==> config.mk <==
export PLATFORM = sky130hd
export DESIGN_NAME = pmt_timer
export DESIGN_NICKNAME = d
export VERILOG_FILES = /design/src/pmt_pkg.sv /design/src/pmt_timer.sv /design/src/pmt_postscaler.sv
export SDC_FILE = /design/constraint.sdc
export NUM_CORES = 1
export LEC_CHECK = 0
export BUFFER_PORTS_ARGS = -buffer_cell sky130_fd_sc_hd__buf_2
export CELL_PAD_IN_SITES_DETAIL_PLACEMENT = 2
export CELL_PAD_IN_SITES_GLOBAL_PLACEMENT = 2
export CORE_MARGIN = 8
export CORE_UTILIZATION = 38
export CTS_CLUSTER_SIZE = 16
export DETAILED_ROUTE_END_ITERATION = 8
export GPL_ROUTABILITY_DRIVEN = 0
export PLACE_DENSITY_LB_ADDON = 0.05
export SYNTH_ARGS = -nofsm -noshare
export SYNTH_HDL_FRONTEND = slang
export SYNTH_SLANG_ARGS = --single-unit
==> constraint.sdc <==
create_clock -name clk -period 2.69 [get_ports clk]
set_input_delay 0.4035 -clock clk [delete_from_list [all_inputs] [get_ports clk]]
set_output_delay 0.4035 -clock clk [all_outputs]
set_load 0.01 [all_outputs]
==> src/pmt_pkg.sv <==
// Package for the period match timer: register map, field layout, resets.
// Assumes a 10 MHz system clock and a plain strobe register port.
package pmt_pkg;
   localparam int PMT_AW = 3;
   localparam logic [2:0] PMT_OFF_CONTROL = 3'h0;
   localparam logic [2:0] PMT_OFF_COUNT = 3'h1;
   localparam logic [2:0] PMT_OFF_PERIOD = 3'h2;
   localparam logic [2:0] PMT_OFF_FLAG = 3'h3;
   localparam logic [2:0] PMT_OFF_ENABLE = 3'h4;
   localparam logic [2:0] PMT_OFF_ROUTE = 3'h5;
   localparam int PMT_CTL_RUN_BIT = 2;
   localparam int PMT_CTL_POST_LSB = 3;
   localparam int PMT_CTL_PRE_LSB = 0;
   localparam int PMT_FLAG_MATCH_BIT = 1;
   localparam logic [7:0] PMT_CONTROL_RST = 8'h00;
   localparam logic [7:0] PMT_COUNT_RST = 8'h00;
   localparam logic [7:0] PMT_PERIOD_RST = 8'hFF;
   localparam logic [7:0] PMT_CTL_WMASK = 8'h7F;
   localparam logic [1:0] PMT_OSC_DIV_LAST = 2'h3;
   localparam logic [3:0] PMT_PRE_LAST_1 = 4'h0;
   localparam logic [3:0] PMT_PRE_LAST_4 = 4'h3;
   localparam logic [3:0] PMT_PRE_LAST_16 = 4'hF;
endpackage

==> src/pmt_timer.sv <==
// Period match timer: 8-bit counter, prescaler, period compare, postscaler.
// Assumes register strobes are one cycle, synchronous to clk, never both.
// Function
// - Readable, writable 8-bit count and period registers
// - Count from 00h on prescaled instruction clock ticks
// - Four-bit prescaler divides by one, four, sixteen
// - Compare count with period, flag match output
// - Counter returns to 00h after match
// - Postscaler fires once per select-plus-one matches
// - Reset clears count, loads period with FFh
// - Count, control writes and reset clear scalers
// - Control write leaves count value untouched
// - Control bit 2 runs or stops timer
// - Bit 7 reads zero; postscale 6:3, prescale 1:0
// - Match optionally routed as serial shift clock
// - Postscaler event latches match flag, enable gates
// - Unscaled match offered to compare/PWM units
//
// Strobed register access and the placing of the registers are this design's own decisions.
module pmt_timer
   import pmt_pkg::*;
(
   // Clock and reset
   input wire logic clk,
   input wire logic reset_n,
   // Register port
   input wire logic [PMT_AW-1:0] reg_addr,
   input wire logic [7:0] reg_wdata,
   input wire logic reg_write,
   input wire logic reg_read,
   output logic [7:0] reg_rdata,
   // Timer outputs
   output logic match_out,
   output logic serial_shift_clk,
   output logic irq
);
   logic [7:0] timer_control_reg;
   logic [7:0] timer_count_reg;
   logic [7:0] period_value_reg;
   logic match_flag_reg;
   logic match_irq_enable_reg;
   logic serial_route_reg;
   logic [1:0] osc_div_reg;
   logic [3:0] prescale_reg;
   logic [3:0] prescale_last;
   logic timer_run;
   logic instr_tick;
   logic count_tick;
   logic post_event;
   logic wr_control;
   logic wr_count;
   logic wr_flag;
   logic scaler_clear;

   assign wr_control = reg_write && reg_addr == PMT_OFF_CONTROL;
   assign wr_count = reg_write && reg_addr == PMT_OFF_COUNT;
   assign wr_flag = reg_write && reg_addr == PMT_OFF_FLAG;
   assign timer_run = timer_control_reg[PMT_CTL_RUN_BIT];
   assign scaler_clear = wr_control || wr_count;

   // Instruction clock: one enable pulse every fourth system clock
   always_ff @(posedge clk or negedge reset_n) begin
      if (!reset_n) begin
         osc_div_reg <= '0;
      end else begin
         osc_div_reg <= osc_div_reg + 2'h1;
      end
   end
   assign instr_tick = osc_div_reg == PMT_OSC_DIV_LAST;

   always_comb begin
      unique case (timer_control_reg[PMT_CTL_PRE_LSB +: 2])
         2'b00: prescale_last = PMT_PRE_LAST_1;
         2'b01: prescale_last = PMT_PRE_LAST_4;
         default: prescale_last = PMT_PRE_LAST_16;
      endcase
   end

   // Stopped timer holds the prescaler at zero, where the stopping control write left it
   always_ff @(posedge clk or negedge reset_n) begin
      if (!reset_n) begin
         prescale_reg <= '0;
      end else if (scaler_clear) begin
         prescale_reg <= '0;
      end else if (timer_run && instr_tick) begin
         if (prescale_reg >= prescale_last) begin
            prescale_reg <= '0;
         end else begin
            prescale_reg <= prescale_reg + 4'h1;
         end
      end
   end
   assign count_tick = timer_run && instr_tick && !scaler_clear &&
      prescale_reg >= prescale_last;

   // Match is the compare result seen on a counting tick
   assign match_out = count_tick && timer_count_reg == period_value_reg;
   assign serial_shift_clk = serial_route_reg && match_out;

   always_ff @(posedge clk or negedge reset_n) begin
      if (!reset_n) begin
         timer_count_reg <= PMT_COUNT_RST;
      end else if (wr_count) begin
         timer_count_reg <= reg_wdata;
      end else if (match_out) begin
         timer_count_reg <= '0;
      end else if (count_tick) begin
         timer_count_reg <= timer_count_reg + 8'h01;
      end
   end

   always_ff @(posedge clk or negedge reset_n) begin
      if (!reset_n) begin
         period_value_reg <= PMT_PERIOD_RST;
      end else if (reg_write && reg_addr == PMT_OFF_PERIOD) begin
         period_value_reg <= reg_wdata;
      end
   end

   always_ff @(posedge clk or negedge reset_n) begin
      if (!reset_n) begin
         timer_control_reg <= PMT_CONTROL_RST;
      end else if (wr_control) begin
         timer_control_reg <= reg_wdata & PMT_CTL_WMASK;
      end
   end

   pmt_postscaler #(.WIDTH(4)) u_post (
      .clk(clk),
      .reset_n(reset_n),
      .clear(scaler_clear),
      .step(match_out),
      .select(timer_control_reg[PMT_CTL_POST_LSB +: 4]),
      .event_out(post_event)
   );

   // Set wins over a clear written in the same cycle
   always_ff @(posedge clk or negedge reset_n) begin
      if (!reset_n) begin
         match_flag_reg <= 1'b0;
      end else if (post_event) begin
         match_flag_reg <= 1'b1;
      end else if (wr_flag && !reg_wdata[PMT_FLAG_MATCH_BIT]) begin
         match_flag_reg <= 1'b0;
      end
   end

   always_ff @(posedge clk or negedge reset_n) begin
      if (!reset_n) begin
         match_irq_enable_reg <= 1'b0;
         serial_route_reg <= 1'b0;
      end else if (reg_write) begin
         if (reg_addr == PMT_OFF_ENABLE) begin
            match_irq_enable_reg <= reg_wdata[PMT_FLAG_MATCH_BIT];
         end
         if (reg_addr == PMT_OFF_ROUTE) begin
            serial_route_reg <= reg_wdata[0];
         end
      end
   end

   assign irq = match_flag_reg && match_irq_enable_reg;

   always_ff @(posedge clk or negedge reset_n) begin
      if (!reset_n) begin
         reg_rdata <= '0;
      end else if (reg_read) begin
         unique case (reg_addr)
            PMT_OFF_CONTROL: reg_rdata <= timer_control_reg;
            PMT_OFF_COUNT: reg_rdata <= timer_count_reg;
            PMT_OFF_PERIOD: reg_rdata <= period_value_reg;
            PMT_OFF_FLAG: reg_rdata <= {6'h00, match_flag_reg, 1'b0};
            PMT_OFF_ENABLE: reg_rdata <= {6'h00, match_irq_enable_reg, 1'b0};
            PMT_OFF_ROUTE: reg_rdata <= {7'h00, serial_route_reg};
            default: reg_rdata <= '0;
         endcase
      end else begin
         reg_rdata <= '0;
      end
   end

   // Counter and match behaviour
   a_match_restart: assert property (
      @(posedge clk) disable iff (!reset_n)
      match_out && !wr_count |=> timer_count_reg == 8'h00)
      else $error("counter not restarted after match");
   a_count_step: assert property (
      @(posedge clk) disable iff (!reset_n)
      count_tick && !match_out && !wr_count |=>
      timer_count_reg == $past(timer_count_reg) + 8'h01)
      else $error("counter did not advance on tick");
   a_stop_hold: assert property (
      @(posedge clk) disable iff (!reset_n)
      !timer_run && !wr_count |=> $stable(timer_count_reg))
      else $error("stopped timer changed count");
   a_stop_nomatch: assert property (
      @(posedge clk) disable iff (!reset_n)
      !timer_run |-> !match_out)
      else $error("match while stopped");
   a_ctl_keep_count: assert property (
      @(posedge clk) disable iff (!reset_n)
      wr_control |=> timer_count_reg == $past(timer_count_reg))
      else $error("control write changed count");
   a_clear_prescale: assert property (
      @(posedge clk) disable iff (!reset_n)
      scaler_clear |=> prescale_reg == 4'h0)
      else $error("prescaler not cleared");
   a_bit7_zero: assert property (
      @(posedge clk) disable iff (!reset_n)
      reg_read && reg_addr == PMT_OFF_CONTROL |=> reg_rdata[7] == 1'b0)
      else $error("control bit 7 not zero");
   a_flag_set: assert property (
      @(posedge clk) disable iff (!reset_n)
      post_event |=> match_flag_reg)
      else $error("flag not latched");
   a_tick_rate: assert property (
      @(posedge clk) disable iff (!reset_n)
      count_tick && timer_control_reg[1:0] == 2'b01 && !scaler_clear
      |=> !count_tick [*8])
      else $error("divide by four ticked early");
   a_irq_gate: assert property (
      @(posedge clk) disable iff (!reset_n)
      irq |-> match_flag_reg && match_irq_enable_reg)
      else $error("irq without enabled flag");
   a_match_eq: assert property (
      @(posedge clk) disable iff (!reset_n)
      match_out |-> timer_count_reg == period_value_reg)
      else $error("match without equality");
   a_count_write: assert property (
      @(posedge clk) disable iff (!reset_n)
      wr_count |=> timer_count_reg == $past(reg_wdata))
      else $error("count write did not land");

   // Register side: writes land, reads answer one cycle later
   a_period_write: assert property (
      @(posedge clk) disable iff (!reset_n)
      reg_write && reg_addr == PMT_OFF_PERIOD |=>
      period_value_reg == $past(reg_wdata))
      else $error("period write did not land");
   a_period_hold: assert property (
      @(posedge clk) disable iff (!reset_n)
      !(reg_write && reg_addr == PMT_OFF_PERIOD) |=>
      $stable(period_value_reg))
      else $error("period changed without a write");
   a_ctl_write: assert property (
      @(posedge clk) disable iff (!reset_n)
      wr_control |=> timer_control_reg == ($past(reg_wdata) & PMT_CTL_WMASK))
      else $error("control write did not land");
   a_ctl_bit7: assert property (
      @(posedge clk) disable iff (!reset_n)
      timer_control_reg[7] == 1'b0)
      else $error("control bit 7 stored");
   a_rdata_idle: assert property (
      @(posedge clk) disable iff (!reset_n)
      !reg_read |=> reg_rdata == 8'h00)
      else $error("read data without a read");
   a_rdata_count: assert property (
      @(posedge clk) disable iff (!reset_n)
      reg_read && reg_addr == PMT_OFF_COUNT |=>
      reg_rdata == $past(timer_count_reg))
      else $error("count read wrong");
   a_rdata_period: assert property (
      @(posedge clk) disable iff (!reset_n)
      reg_read && reg_addr == PMT_OFF_PERIOD |=>
      reg_rdata == $past(period_value_reg))
      else $error("period read wrong");
   a_enable_write: assert property (
      @(posedge clk) disable iff (!reset_n)
      reg_write && reg_addr == PMT_OFF_ENABLE |=>
      match_irq_enable_reg == $past(reg_wdata[PMT_FLAG_MATCH_BIT]))
      else $error("enable write did not land");
   a_route_write: assert property (
      @(posedge clk) disable iff (!reset_n)
      reg_write && reg_addr == PMT_OFF_ROUTE |=>
      serial_route_reg == $past(reg_wdata[0]))
      else $error("route write did not land");

   // Tick chain: free divider, then the selected prescale ratio
   a_instr_gap: assert property (
      @(posedge clk) disable iff (!reset_n)
      instr_tick |=> !instr_tick [*3])
      else $error("instruction tick too early");
   a_instr_every: assert property (
      @(posedge clk) disable iff (!reset_n)
      instr_tick |-> ##4 instr_tick)
      else $error("instruction tick missing");
   a_osc_step: assert property (
      @(posedge clk) disable iff (!reset_n)
      1'b1 |=> osc_div_reg == $past(osc_div_reg) + 2'h1)
      else $error("divider did not run freely");
   a_div1_tick: assert property (
      @(posedge clk) disable iff (!reset_n)
      timer_run && instr_tick && !scaler_clear &&
      timer_control_reg[1:0] == 2'b00 |-> count_tick)
      else $error("divide by one missed a tick");
   a_pre_bound: assert property (
      @(posedge clk) disable iff (!reset_n)
      prescale_reg <= prescale_last)
      else $error("prescaler past its last value");
   a_pre_wrap: assert property (
      @(posedge clk) disable iff (!reset_n)
      timer_run && instr_tick && !scaler_clear &&
      prescale_reg >= prescale_last |=> prescale_reg == 4'h0)
      else $error("prescaler did not wrap");
   a_pre_step: assert property (
      @(posedge clk) disable iff (!reset_n)
      timer_run && instr_tick && !scaler_clear &&
      prescale_reg < prescale_last |=>
      prescale_reg == $past(prescale_reg) + 4'h1)
      else $error("prescaler did not count");
   a_pre_hold: assert property (
      @(posedge clk) disable iff (!reset_n)
      !timer_run && !scaler_clear |=> $stable(prescale_reg))
      else $error("stopped prescaler moved");

   // Match flag: sticky until software writes a zero
   a_flag_hold: assert property (
      @(posedge clk) disable iff (!reset_n)
      match_flag_reg && !(wr_flag && !reg_wdata[PMT_FLAG_MATCH_BIT])
      |=> match_flag_reg)
      else $error("flag dropped without a clear");
   a_flag_clear: assert property (
      @(posedge clk) disable iff (!reset_n)
      wr_flag && !reg_wdata[PMT_FLAG_MATCH_BIT] && !post_event
      |=> !match_flag_reg)
      else $error("flag not cleared by zero write");
   a_flag_quiet: assert property (
      @(posedge clk) disable iff (!reset_n)
      !match_flag_reg && !post_event |=> !match_flag_reg)
      else $error("flag set without an event");
endmodule // pmt_timer

==> src/pmt_postscaler.sv <==
// Output postscaler: one event per (select + 1) input events.
// Assumes clear and step come from the timer core on the same clock.
module pmt_postscaler
   import pmt_pkg::*;
#(
   parameter int WIDTH = 4
) (
   // Clock and reset
   input wire logic clk,
   input wire logic reset_n,
   // Control
   input wire logic clear,
   input wire logic step,
   input wire logic [WIDTH-1:0] select,
   // Result
   output logic event_out
);
   logic [WIDTH-1:0] count_reg;

   assign event_out = step && !clear && (count_reg >= select);

   always_ff @(posedge clk or negedge reset_n) begin
      if (!reset_n) begin
         count_reg <= '0;
      end else if (clear) begin
         count_reg <= '0;
      end else if (event_out) begin
         count_reg <= '0;
      end else if (step) begin
         count_reg <= count_reg + 1'b1;
      end
   end

   a_post_wrap: assert property (
      @(posedge clk) disable iff (!reset_n)
      event_out |=> count_reg == '0)
      else $error("postscaler did not wrap");
   a_post_clear: assert property (
      @(posedge clk) disable iff (!reset_n)
      clear |=> count_reg == '0)
      else $error("postscaler not cleared");
   a_post_step: assert property (
      @(posedge clk) disable iff (!reset_n)
      step && !clear && !event_out |=> count_reg == $past(count_reg) + 1'b1)
      else $error("postscaler did not count");
endmodule // pmt_postscaler

# After elaboration in Yosys (flattened, before gate mapping)
# Cells that the tools add are included.
# totals
register_bits	44
word_cells	62
# op_classes
n_addsub	4
order_cmp	2
n_eq_ne	8
muxes	14
reduce_logical	24
# op_table
operator	n
$pmux W8 S6	1
$mux W8	4
$mux W4	6
$logic_and A1 B1 Y1	13
$add A4 B1 Y4 const B	2
$add A8 B1 Y8 const B	1
$eq A8 B8 Y1	1
$ge A4 B4 Y1	2
$pmux W4 S2	1
$eq A3 B2 Y1 const B	2
$eq A3 B3 Y1 const B	2
$reduce_bool A3 Y1	2
$reduce_and A2 Y1	2
$reduce_bool A2 Y1	2
$eq A3 B1 Y1 const B	1
$logic_not A3 Y1	1
$add A2 B1 Y2 const B	1
$eq A2 B1 Y1 const B	1
$eq A2 B2 Y1 const B	1
$logic_not A1 Y1	2
$logic_not A2 Y1	1
$mux W1	2
$logic_or A1 B1 Y1	1

# Longest topological paths before layout
# Gate-level depths: netlist of run 1.
# depth
depth_word	11
ltp_mapped	8
ltp_nobuf	7

# Hierarchy
# From an unflattened synthesis of run 1, not the netlist that was laid out.
# unflattened
cells_unflattened	240
hier_area_um2	2512.4
# modules_own_cells
mod	instances	cells_per_inst	area_each_um2	seq_area_each_um2
pmt_timer	1	205	2169.6	1011.0
pmt_postscaler	1	35	342.8	100.1

# Worst setup path after synthesis of run 1
# No wires, ideal clock.
# synth_path
path_type	reg-to-output
start	register timer_control_reg[1]
end	output port serial_shift_clk
arrival_time_ps	1980
slack_ps	306
stages_incl_launch_ff	8
path_buffers	1
path_cell_list	dfrtp_1 -> or2_2 -> ha_1 -> nand2b_1 -> a2111o_1 -> and3_1 -> buf_6 -> and3_1
# synth_between
elab_chain_cells	6
# synth_lines
item	line_no	source
start, declared	pmt_timer.sv:37	logic [7:0] timer_control_reg;
start signal, assigned	pmt_timer.sv:124	timer_control_reg <= reg_wdata & PMT_CTL_WMASK;
$eq A2 B1 Y1 / $logic_not A2 Y1 (equally long branches)	pmt_timer.sv:72	unique case (timer_control_reg[PMT_CTL_PRE_LSB +: 2])
$pmux W4 S2 (*)	pmt_timer.sv:72	
$ge A4 B4 Y1 (*)	pmt_timer.sv:94	prescale_reg >= prescale_last;
$logic_and A1 B1 Y1 (*)	pmt_timer.sv:93	assign count_tick = timer_run && instr_tick && !scaler_clear &&
$logic_and A1 B1 Y1 (*)	pmt_timer.sv:97	assign match_out = count_tick && timer_count_reg == period_value_reg;
$logic_and A1 B1 Y1 (*)	pmt_timer.sv:98	assign serial_shift_clk = serial_route_reg && match_out;
end, declared	pmt_timer.sv:34	output logic serial_shift_clk,
# Every way passes the cells marked *; elsewhere a longest branch is shown, timed or not.

# Final worst setup path of run 1
# Same ends and word-level chain as after synthesis.

==> run_results.csv, run 1 <==
group,metric,value,unit
power_and_ir_drop,combinationalPowerShare,27.3,%
layout,final_cell_mix,"dfrtp_1 (36), buf_2 (25), nand2_1 (20)",
logic_synthesis,synth_edf_count,0,
layout,final_common_cell,"dfrtp_1",
floorplan,die_w,96.7,microns
critical_path,startpoint,"timer_control_reg[1]",
routing,drt_drc_violations_left,0,
power_and_ir_drop,swShare,32.5,%
routing,wirelength,7020,microns
layout,fin_nets,305,
global_route,grt_pass1_vias,2206,
logic_synthesis,synth_fp_nets,269,
logic_synthesis,yosys_warnings,0,
sta,fin_worst_skew,0.00727,ns
global_route,grt_use_total,15.1,%
sta,setup_tns,0,ns
power_and_ir_drop,powerDensity,713,nW/um^2
sta,period_share,96.8,%
layout,fillers,689,
logic_synthesis,ys_ff_latch,44,
logic_synthesis,synthFlopType,"dfrtp_1",
run_status,status,"finished, final reports clean",
floorplan,start_util,39.2,%
sta,fin_ws,0.0851,ns
routing,detail_route.wl_per_cell,19.7,microns
clock_tree,clock_tree.root_cell,"clkbuf_8",
floorplan,die-area,9360,sq um
routing,antenna_left,0,
critical_path,crit_path_end,"serial_shift_clk",
floorplan,core,6310,sq um
global_route,grt_pass1_wl,11600,microns
critical_path,required,2.29,ns
critical_path,rrSetupSlack,0.41,ns
clock_tree,clockBufferDepth,2,
sta,period_needed,2.60,ns
logic_synthesis,synth_area_per_cell,10.2,sq um
logic_synthesis,synth_area_leaders,"dfrtp_1 (36%), dfstp_2 (8.5%), ha_1 (6.1%), mux2_2 (5.0%), xor2_1 (3.5%)",
place,dp_slack,0.236,ns
logic_synthesis,syn_inst,242,
layout,multiInputGateArea,1290,sq um
place,dpl_cell_area,2710,sq um
critical_path,timing.rr.end,"timer_count_reg[4]",
global_route,grt_antenna_before_repair,0,
sta,fmax,384,MHz
sta,max_slew.worst_pin.slew,0.555,ns
run,drv_cap,0,
place,io_buffers,25,
critical_path,startpoint_type,"register",
critical_path,crit_type,"register to output port",
logic_synthesis,ys_async_sr_fraction,100,%
power_and_ir_drop,seq_power_share,45.2,%
power_and_ir_drop,irDropWorstVdd,0.000301,V
power_and_ir_drop,power_switching,0.667,mW
layout,final_cell_area,2880,sq um
routing,vias,2001,
layout,drive_gt1_share,26.9,%
sta,whs,0.350,ns
critical_path,crit_fanout,2,
clock_tree,cts_tree,"built",
sta,setup_viol,0,
place,hpwlAfterDp,5130,microns
clock_tree,cts_sinks,44,
critical_path,r2r_cells,9,
logic_synthesis,ys_seq_area_share,44.8,%
clock_tree,numCtsBuffers,5,
clock_tree,cts_max_level,2,
critical_path,arrival,2.20,ns
layout,diodes,0,
floorplan,ioPinCount,26,
power_and_ir_drop,leakage,1.32,nW
clock_tree,clk_pin_slew_worst_paths,0.09,ns
sta,finalHoldViolCount,0,
logic_synthesis,synth_top_area_cell,"dfrtp_1",
routing,first_pass_iters,4,
sta,drv_slew,0,
global_route,grt.overflow.total,0,
global_route,grt_max_degree,34,
routing,via_per_inst,5.62,
clock_tree,insertion_delay,0.30,ns
critical_path,end_kind,"output port",
logic_synthesis,syn_area,2480,sq um
layout,seq_area,1110,sq um
floorplan,dieHeight,96.7,microns
sta,relSlewSlack,63.0,%
power_and_ir_drop,clkPwrFrac,27.5,%
routing,drtIter0Drc,50,
layout,area_growth,16.3,%
hold_path,hold_path_class,"primary input to register",
logic_synthesis,synth_top_area_share,36.4,%
critical_path,reg2reg_from,"timer_control_reg[1]",
floorplan,rows,29,
power_and_ir_drop,p_int,1.39,mW
logic_synthesis,synth_cell_types,49,
logic make-up (layout without fill, tap and decap cells):
group,Yosys count,count (layout),synth area share [%]
flops,44,44,44.8
compound gates,54,54,13.5
mux,21,21,9.65
buf+inv,17,54,3.48
fa+ha+maj,12,12,6.06
xor+xnor,10,10,3.54
simple gates,84,84,18.9
cell usage after synthesis (2+ instances only):
master    number
ha_1          12
mux2_1         2
buf_2          3
nor4_4         2
nand3_1        9
nand4b_1       3
mux2i_1        7
dfrtp_1       36
a21boi_0       2
and3_1         5
a32oi_1        2
clkbuf_1       2
o21ai_0        2
buf_6          2
o211ai_1       4
or2_2          2
nand2_1       20
nor3_1         2
and2_1         3
o21ai_1       15
xor2_1        10
nor2b_1        4
mux2_2        11
inv_1          9
a31oi_1        2
nand2b_1       8
a21oi_1       17
dfstp_2        8
nor2_1        18
power groups by stage:
stage / Clock (mW) / Sequential [mW] / Combinational, mW
2_1_floorplan: 0 / 0.901 / 0.378
5_1_grt: 0.603 / 0.949 / 0.628
3_5_place_dp: 0 / 0.943 / 0.517
3_3_place_gp: 0 / 0.938 / 0.499
4_1_cts: 0.581 / 0.930 / 0.545
6_report: 0.565 / 0.928 / 0.562
how the worst min path moves through the flow:
stage	to	startpoint	slack, ns	cells after the start
final	reg_rdata[0]	reg_read	0.35	2
after CTS	timer_control_reg[4]	reg_wdata[4]	0.35	3
after global routing	period_value_reg[7]	reg_wdata[7]	0.34	2
after detailed placement	u_post.count_reg[3]	reset_n	0.30	1
after floorplan	match_flag_reg	reset_n	0.11	0
after global placement	timer_control_reg[5]	reset_n	0.30	1
worst max-delay path: stages, from the launching register on:
cell and delay, ns:
dfrtp_1 0.39, or2_4 0.25, ha_1 0.27, nand2b_4 0.13, a2111o_1 0.42, and3_4 0.16
and3_1 0.15, buf_2 0.13
timing repair:
| action | in CTS | in global routing |
|---|---|---|
| pin swaps | 1 | 2 |
| setup buffers | 2 | 1 |
| gates resized for setup | 0 | 3 |
| setup endpoints to repair | 1 | 2 |
| hold buffers | 1 | 0 |
| hold endpoints to repair | 11 | 0 |
layout make-up:
class / instances / area share, %
Timing Repair Buffer: 37 / 7.56
Clock inverter: 1 / 1.04
Clock buffer: 7 / 3.34
Tap cell: 77 / 3.34
Inverter: 9 / 1.17
Multi-Input combinational cell: 181 / 45.0
Sequential cell: 44 / 38.6
through the flow:
step | util [%] | instances | power [mW]
floorplan | - | 242 | 1.28
global placement | 42.9 | 344 | 1.44
detailed placement | 42.9 | 344 | 1.46
CTS | 45.3 | 355 | 2.06
global route | 45.6 | 356 | 2.18
finish | 45.6 | 356 | 2.05
routing by layer:
| metal | GRT usage [%] | up-vias | share of wire (%) |
|---|---|---|---|
| li1 | - | 936 | - |
| met2 | 25.9 | 24 | 49 |
| met1 | 18.7 | 1039 | 48 |
| met5 | 0 | - | 0 |
| met3 | 3.27 | 2 | 2.4 |
| met4 | 3.67 | 0 | 0.50 |
No activity file was read; power rests on OpenSTA's default activity.
==> run 2: changes to the inputs <==
--- a/config.mk
+++ b/config.mk
@@ -5,11 +5,12 @@
 export SDC_FILE = /design/constraint.sdc
 export NUM_CORES = 1
 export LEC_CHECK = 0
+export ABC_AREA = 1
 export BUFFER_PORTS_ARGS = -buffer_cell sky130_fd_sc_hd__buf_2
 export CELL_PAD_IN_SITES_DETAIL_PLACEMENT = 2
 export CELL_PAD_IN_SITES_GLOBAL_PLACEMENT = 2
 export CORE_MARGIN = 8
-export CORE_UTILIZATION = 38
+export CORE_UTILIZATION = 35
 export CTS_CLUSTER_SIZE = 16
 export DETAILED_ROUTE_END_ITERATION = 8
 export GPL_ROUTABILITY_DRIVEN = 0
==> run 2 against run 1 <==
  * Global-route usage is 1.3 points higher
  * First-iteration DRC count is 16% higher
  * Synthesized area is 4.5% higher
  * Fmax is 4.3% higher
  * Critical path depth is 4 higher
  * Design area is 1.3% higher
  * Power is 0.12% lower
  * Critical endpoint is now match_out
==> run_results.csv, run 2 <==
group,metric,value,unit
place,hpwlAfterDp,6270,microns
routing,vias,2283,
logic_synthesis,ys_seq_area_share,42.9,%
hold_path,hold_path_class,"primary input to async pin",
floorplan,die_w,102,microns
critical_path,startpoint_type,"register",
routing,via_per_inst,4.94,
clock_tree,insertion_delay,0.31,ns
run_status,status,"finished, final reports clean",
routing,first_pass_iters,4,
floorplan,core,7210,sq um
logic_synthesis,synth_edf_count,0,
routing,wirelength,7900,microns
logic_synthesis,ys_async_sr_fraction,100,%
global_route,grt.overflow.total,0,
routing,wl_met3,217,microns
global_route,grt_pass1_wl,13100,microns
layout,multiInputGateArea,1230,sq um
routing,antenna_left,0,
critical_path,r2r_cells,13,
routing,wl_met1,3620,microns
routing,highest_layer,"met4",
critical_path,crit_type,"register to output port",
sta,max_slew.worst_pin.slew,0.400,ns
critical_path,reg2reg_from,"timer_control_reg[1]",
global_route,grt_antenna_before_repair,0,
logic_synthesis,ys_ff_latch,44,
logic_synthesis,synth_commonest_cells,"nand2_1 (83), inv_1 (58), dfrtp_1 (36)",
logic_synthesis,synth_area_leaders,"dfrtp_1 (35%), nand2_1 (12%), inv_1 (8.4%), dfstp_2 (8.1%), ha_1 (5.8%)",
power_and_ir_drop,powerDensity,703,nW/um^2
logic_synthesis,synth_top_area_cell,"dfrtp_1",
sta,fin_ws,0.191,ns
routing,drt_drc_violations_left,0,
clock_tree,cts_tree,"built",
critical_path,required,2.29,ns
place,io_buffers,25,
global_route,grt_use_total,16.4,%
floorplan,rows,31,
logic_synthesis,synth_area_per_cell,7.80,sq um
routing,drtIter0Drc,58,
sta,relSlewSlack,73.3,%
logic_synthesis,synth_top_area_share,34.8,%
layout,diodes,0,
layout,final_cell_mix,"nand2_1 (83), inv_1 (58), dfrtp_1 (36)",
critical_path,crit_path_end,"match_out",
clock_tree,clock_tree.root_cell,"clkbuf_8",
sta,setup_tns,0,ns
clock_tree,cts_sinks,44,
clock_tree,cts_max_level,2,
critical_path,timing.rr.end,"u_post.count_reg[2]",
place,dp_slack,0.400,ns
floorplan,ioPinCount,26,
sta,fmax,400,MHz
routing,detail_route.wl_per_cell,17.1,microns
critical_path,rrSetupSlack,0.77,ns
critical_path,crit_fanout,13,
layout,final_common_cell,"nand2_1",
layout,fin_nets,389,
global_route,grt_pass1_vias,2577,
logic_synthesis,synth_fp_nets,359,
critical_path,startpoint,"timer_control_reg[1]",
floorplan,die-area,10400,sq um
global_route,grt_max_degree,28,
critical_path,arrival,2.10,ns
layout,drive_gt1_share,16.8,%
logic_synthesis,syn_inst,332,
power_and_ir_drop,irDropWorstVdd,0.000372,V
layout,area_growth,12.8,%
clock_tree,clk_pin_slew_worst_paths,0.10,ns
sta,period_share,92.9,%
logic_synthesis,yosys_warnings,0,
critical_path,end_kind,"output port",
sta,setup_viol,0,
layout,fillers,904,
logic_synthesis,synth.most_common_cell,"nand2_1",
floorplan,dieHeight,102,microns
floorplan,start_util,35.9,%
logic_synthesis,syn_area,2590,sq um
routing,wl_met2,3970,microns
sta,period_needed,2.50,ns
run,drv_cap,0,
layout,seq_area,1110,sq um
logic_synthesis,synth_cell_types,29,
logic_synthesis,synthFlopType,"dfrtp_1",
clock_tree,numCtsBuffers,5,
clock_tree,clockBufferDepth,2,
sta,drv_slew,0,
sta,fin_worst_skew,0.0121,ns
power_and_ir_drop,leakage,1.62,nW
sta,finalHoldViolCount,0,
-- run 2: cell count changes in the layout (fill, tap and decap cells not counted), moves of 10 or more --
cell and change:
nand2_1 +63, inv_1 +49, o21ai_0 +15, nand3_1 +11, buf_4 -10, mux2_2 -10
-- run 2: layout make-up --
cell class	count	area share, %
Clock buffer	5	2.36
Tap cell	99	4.24
Timing Repair Buffer	26	4.54
Inverter	62	7.97
Clock inverter	3	0.814
Multi-Input combinational cell	223	42.0
Sequential cell	44	38.1
-- run 2: worst max-delay path, cell delays in order (launching register included) --
cell	delay, ns
dfrtp_1	0.40
nor2_1	0.17
ha_1	0.27
nand2_1	0.08
nand2_1	0.05
nand2_1	0.08
nand2_1	0.08
nor2_2	0.20
nor2_4	0.07
nand2_4	0.16
inv_1	0.09
buf_2	0.15
-- run 2: worst min-delay path by stage --
| stage | depth (start not counted) | slack [ns] | startpoint | endpoint |
|---|---|---|---|---|
| 2_1_floorplan | 0 | 0.11 | reset_n | match_flag_reg |
| 3_3_place_gp | 1 | 0.36 | reset_n | osc_div_reg[1] |
| 3_5_place_dp | 1 | 0.36 | reset_n | osc_div_reg[1] |
| 4_1_cts | 1 | 0.02 | reset_n | reg_rdata[4] |
| 5_1_grt | 1 | 0.04 | reset_n | reg_rdata[4] |
| 6_report | 1 | 0.006 | reset_n | reg_rdata[4] |
-- run 2: where the power goes --
group | total [mW] | switching (mW) | internal (mW)
Sequential | 0.951 | 0.143 | 0.807
Clock | 0.442 | 0.257 | 0.184
Combinational | 0.660 | 0.423 | 0.237
-- run 2: timing repair --
item / 4_1_cts / 5_1_grt
setup endpoints to repair: 0 / 2
resized for setup: 0 / 1
hold buffers: 0 / 0
buffers inserted: 0 / 0
-- run 2: through the flow --
stage	hold WS, ns	cells	power (mW)	utilization [%]	cell area [sq um]
2_1_floorplan	0.108	332	1.38	-	2590
3_3_place_gp	0.361	454	1.59	39.1	2820
3_5_place_dp	0.359	454	1.62	39.1	2820
4_1_cts	0.0168	462	2.08	40.4	2920
5_1_grt	0.0439	462	2.21	40.5	2920
6_report	0.00560	462	2.05	40.5	2920
-- run 2: cell families (layout without fill, tap and decap cells) --
| kind of cell | after synthesis | in the layout | share of synthesized area (%) |
|---|---|---|---|
| AO/OA/AOI/OAI | 50 | 50 | 10.4 |
| flip-flops | 44 | 44 | 42.9 |
| buffers and inverters | 65 | 96 | 9.81 |
| XOR/XNOR | 11 | 11 | 3.72 |
| multiplexers | 1 | 1 | 0.435 |
| adder cells (fa/ha/maj) | 12 | 12 | 5.80 |
| AND/OR/NAND/NOR | 149 | 149 | 26.9 |
-- run 2: routing by layer --
layer	track usage, %	up-vias
li1	-	1106
met2	29.3	21
met5	0	-
met1	19.8	1148
met3	2.79	8
met4	4.40	0
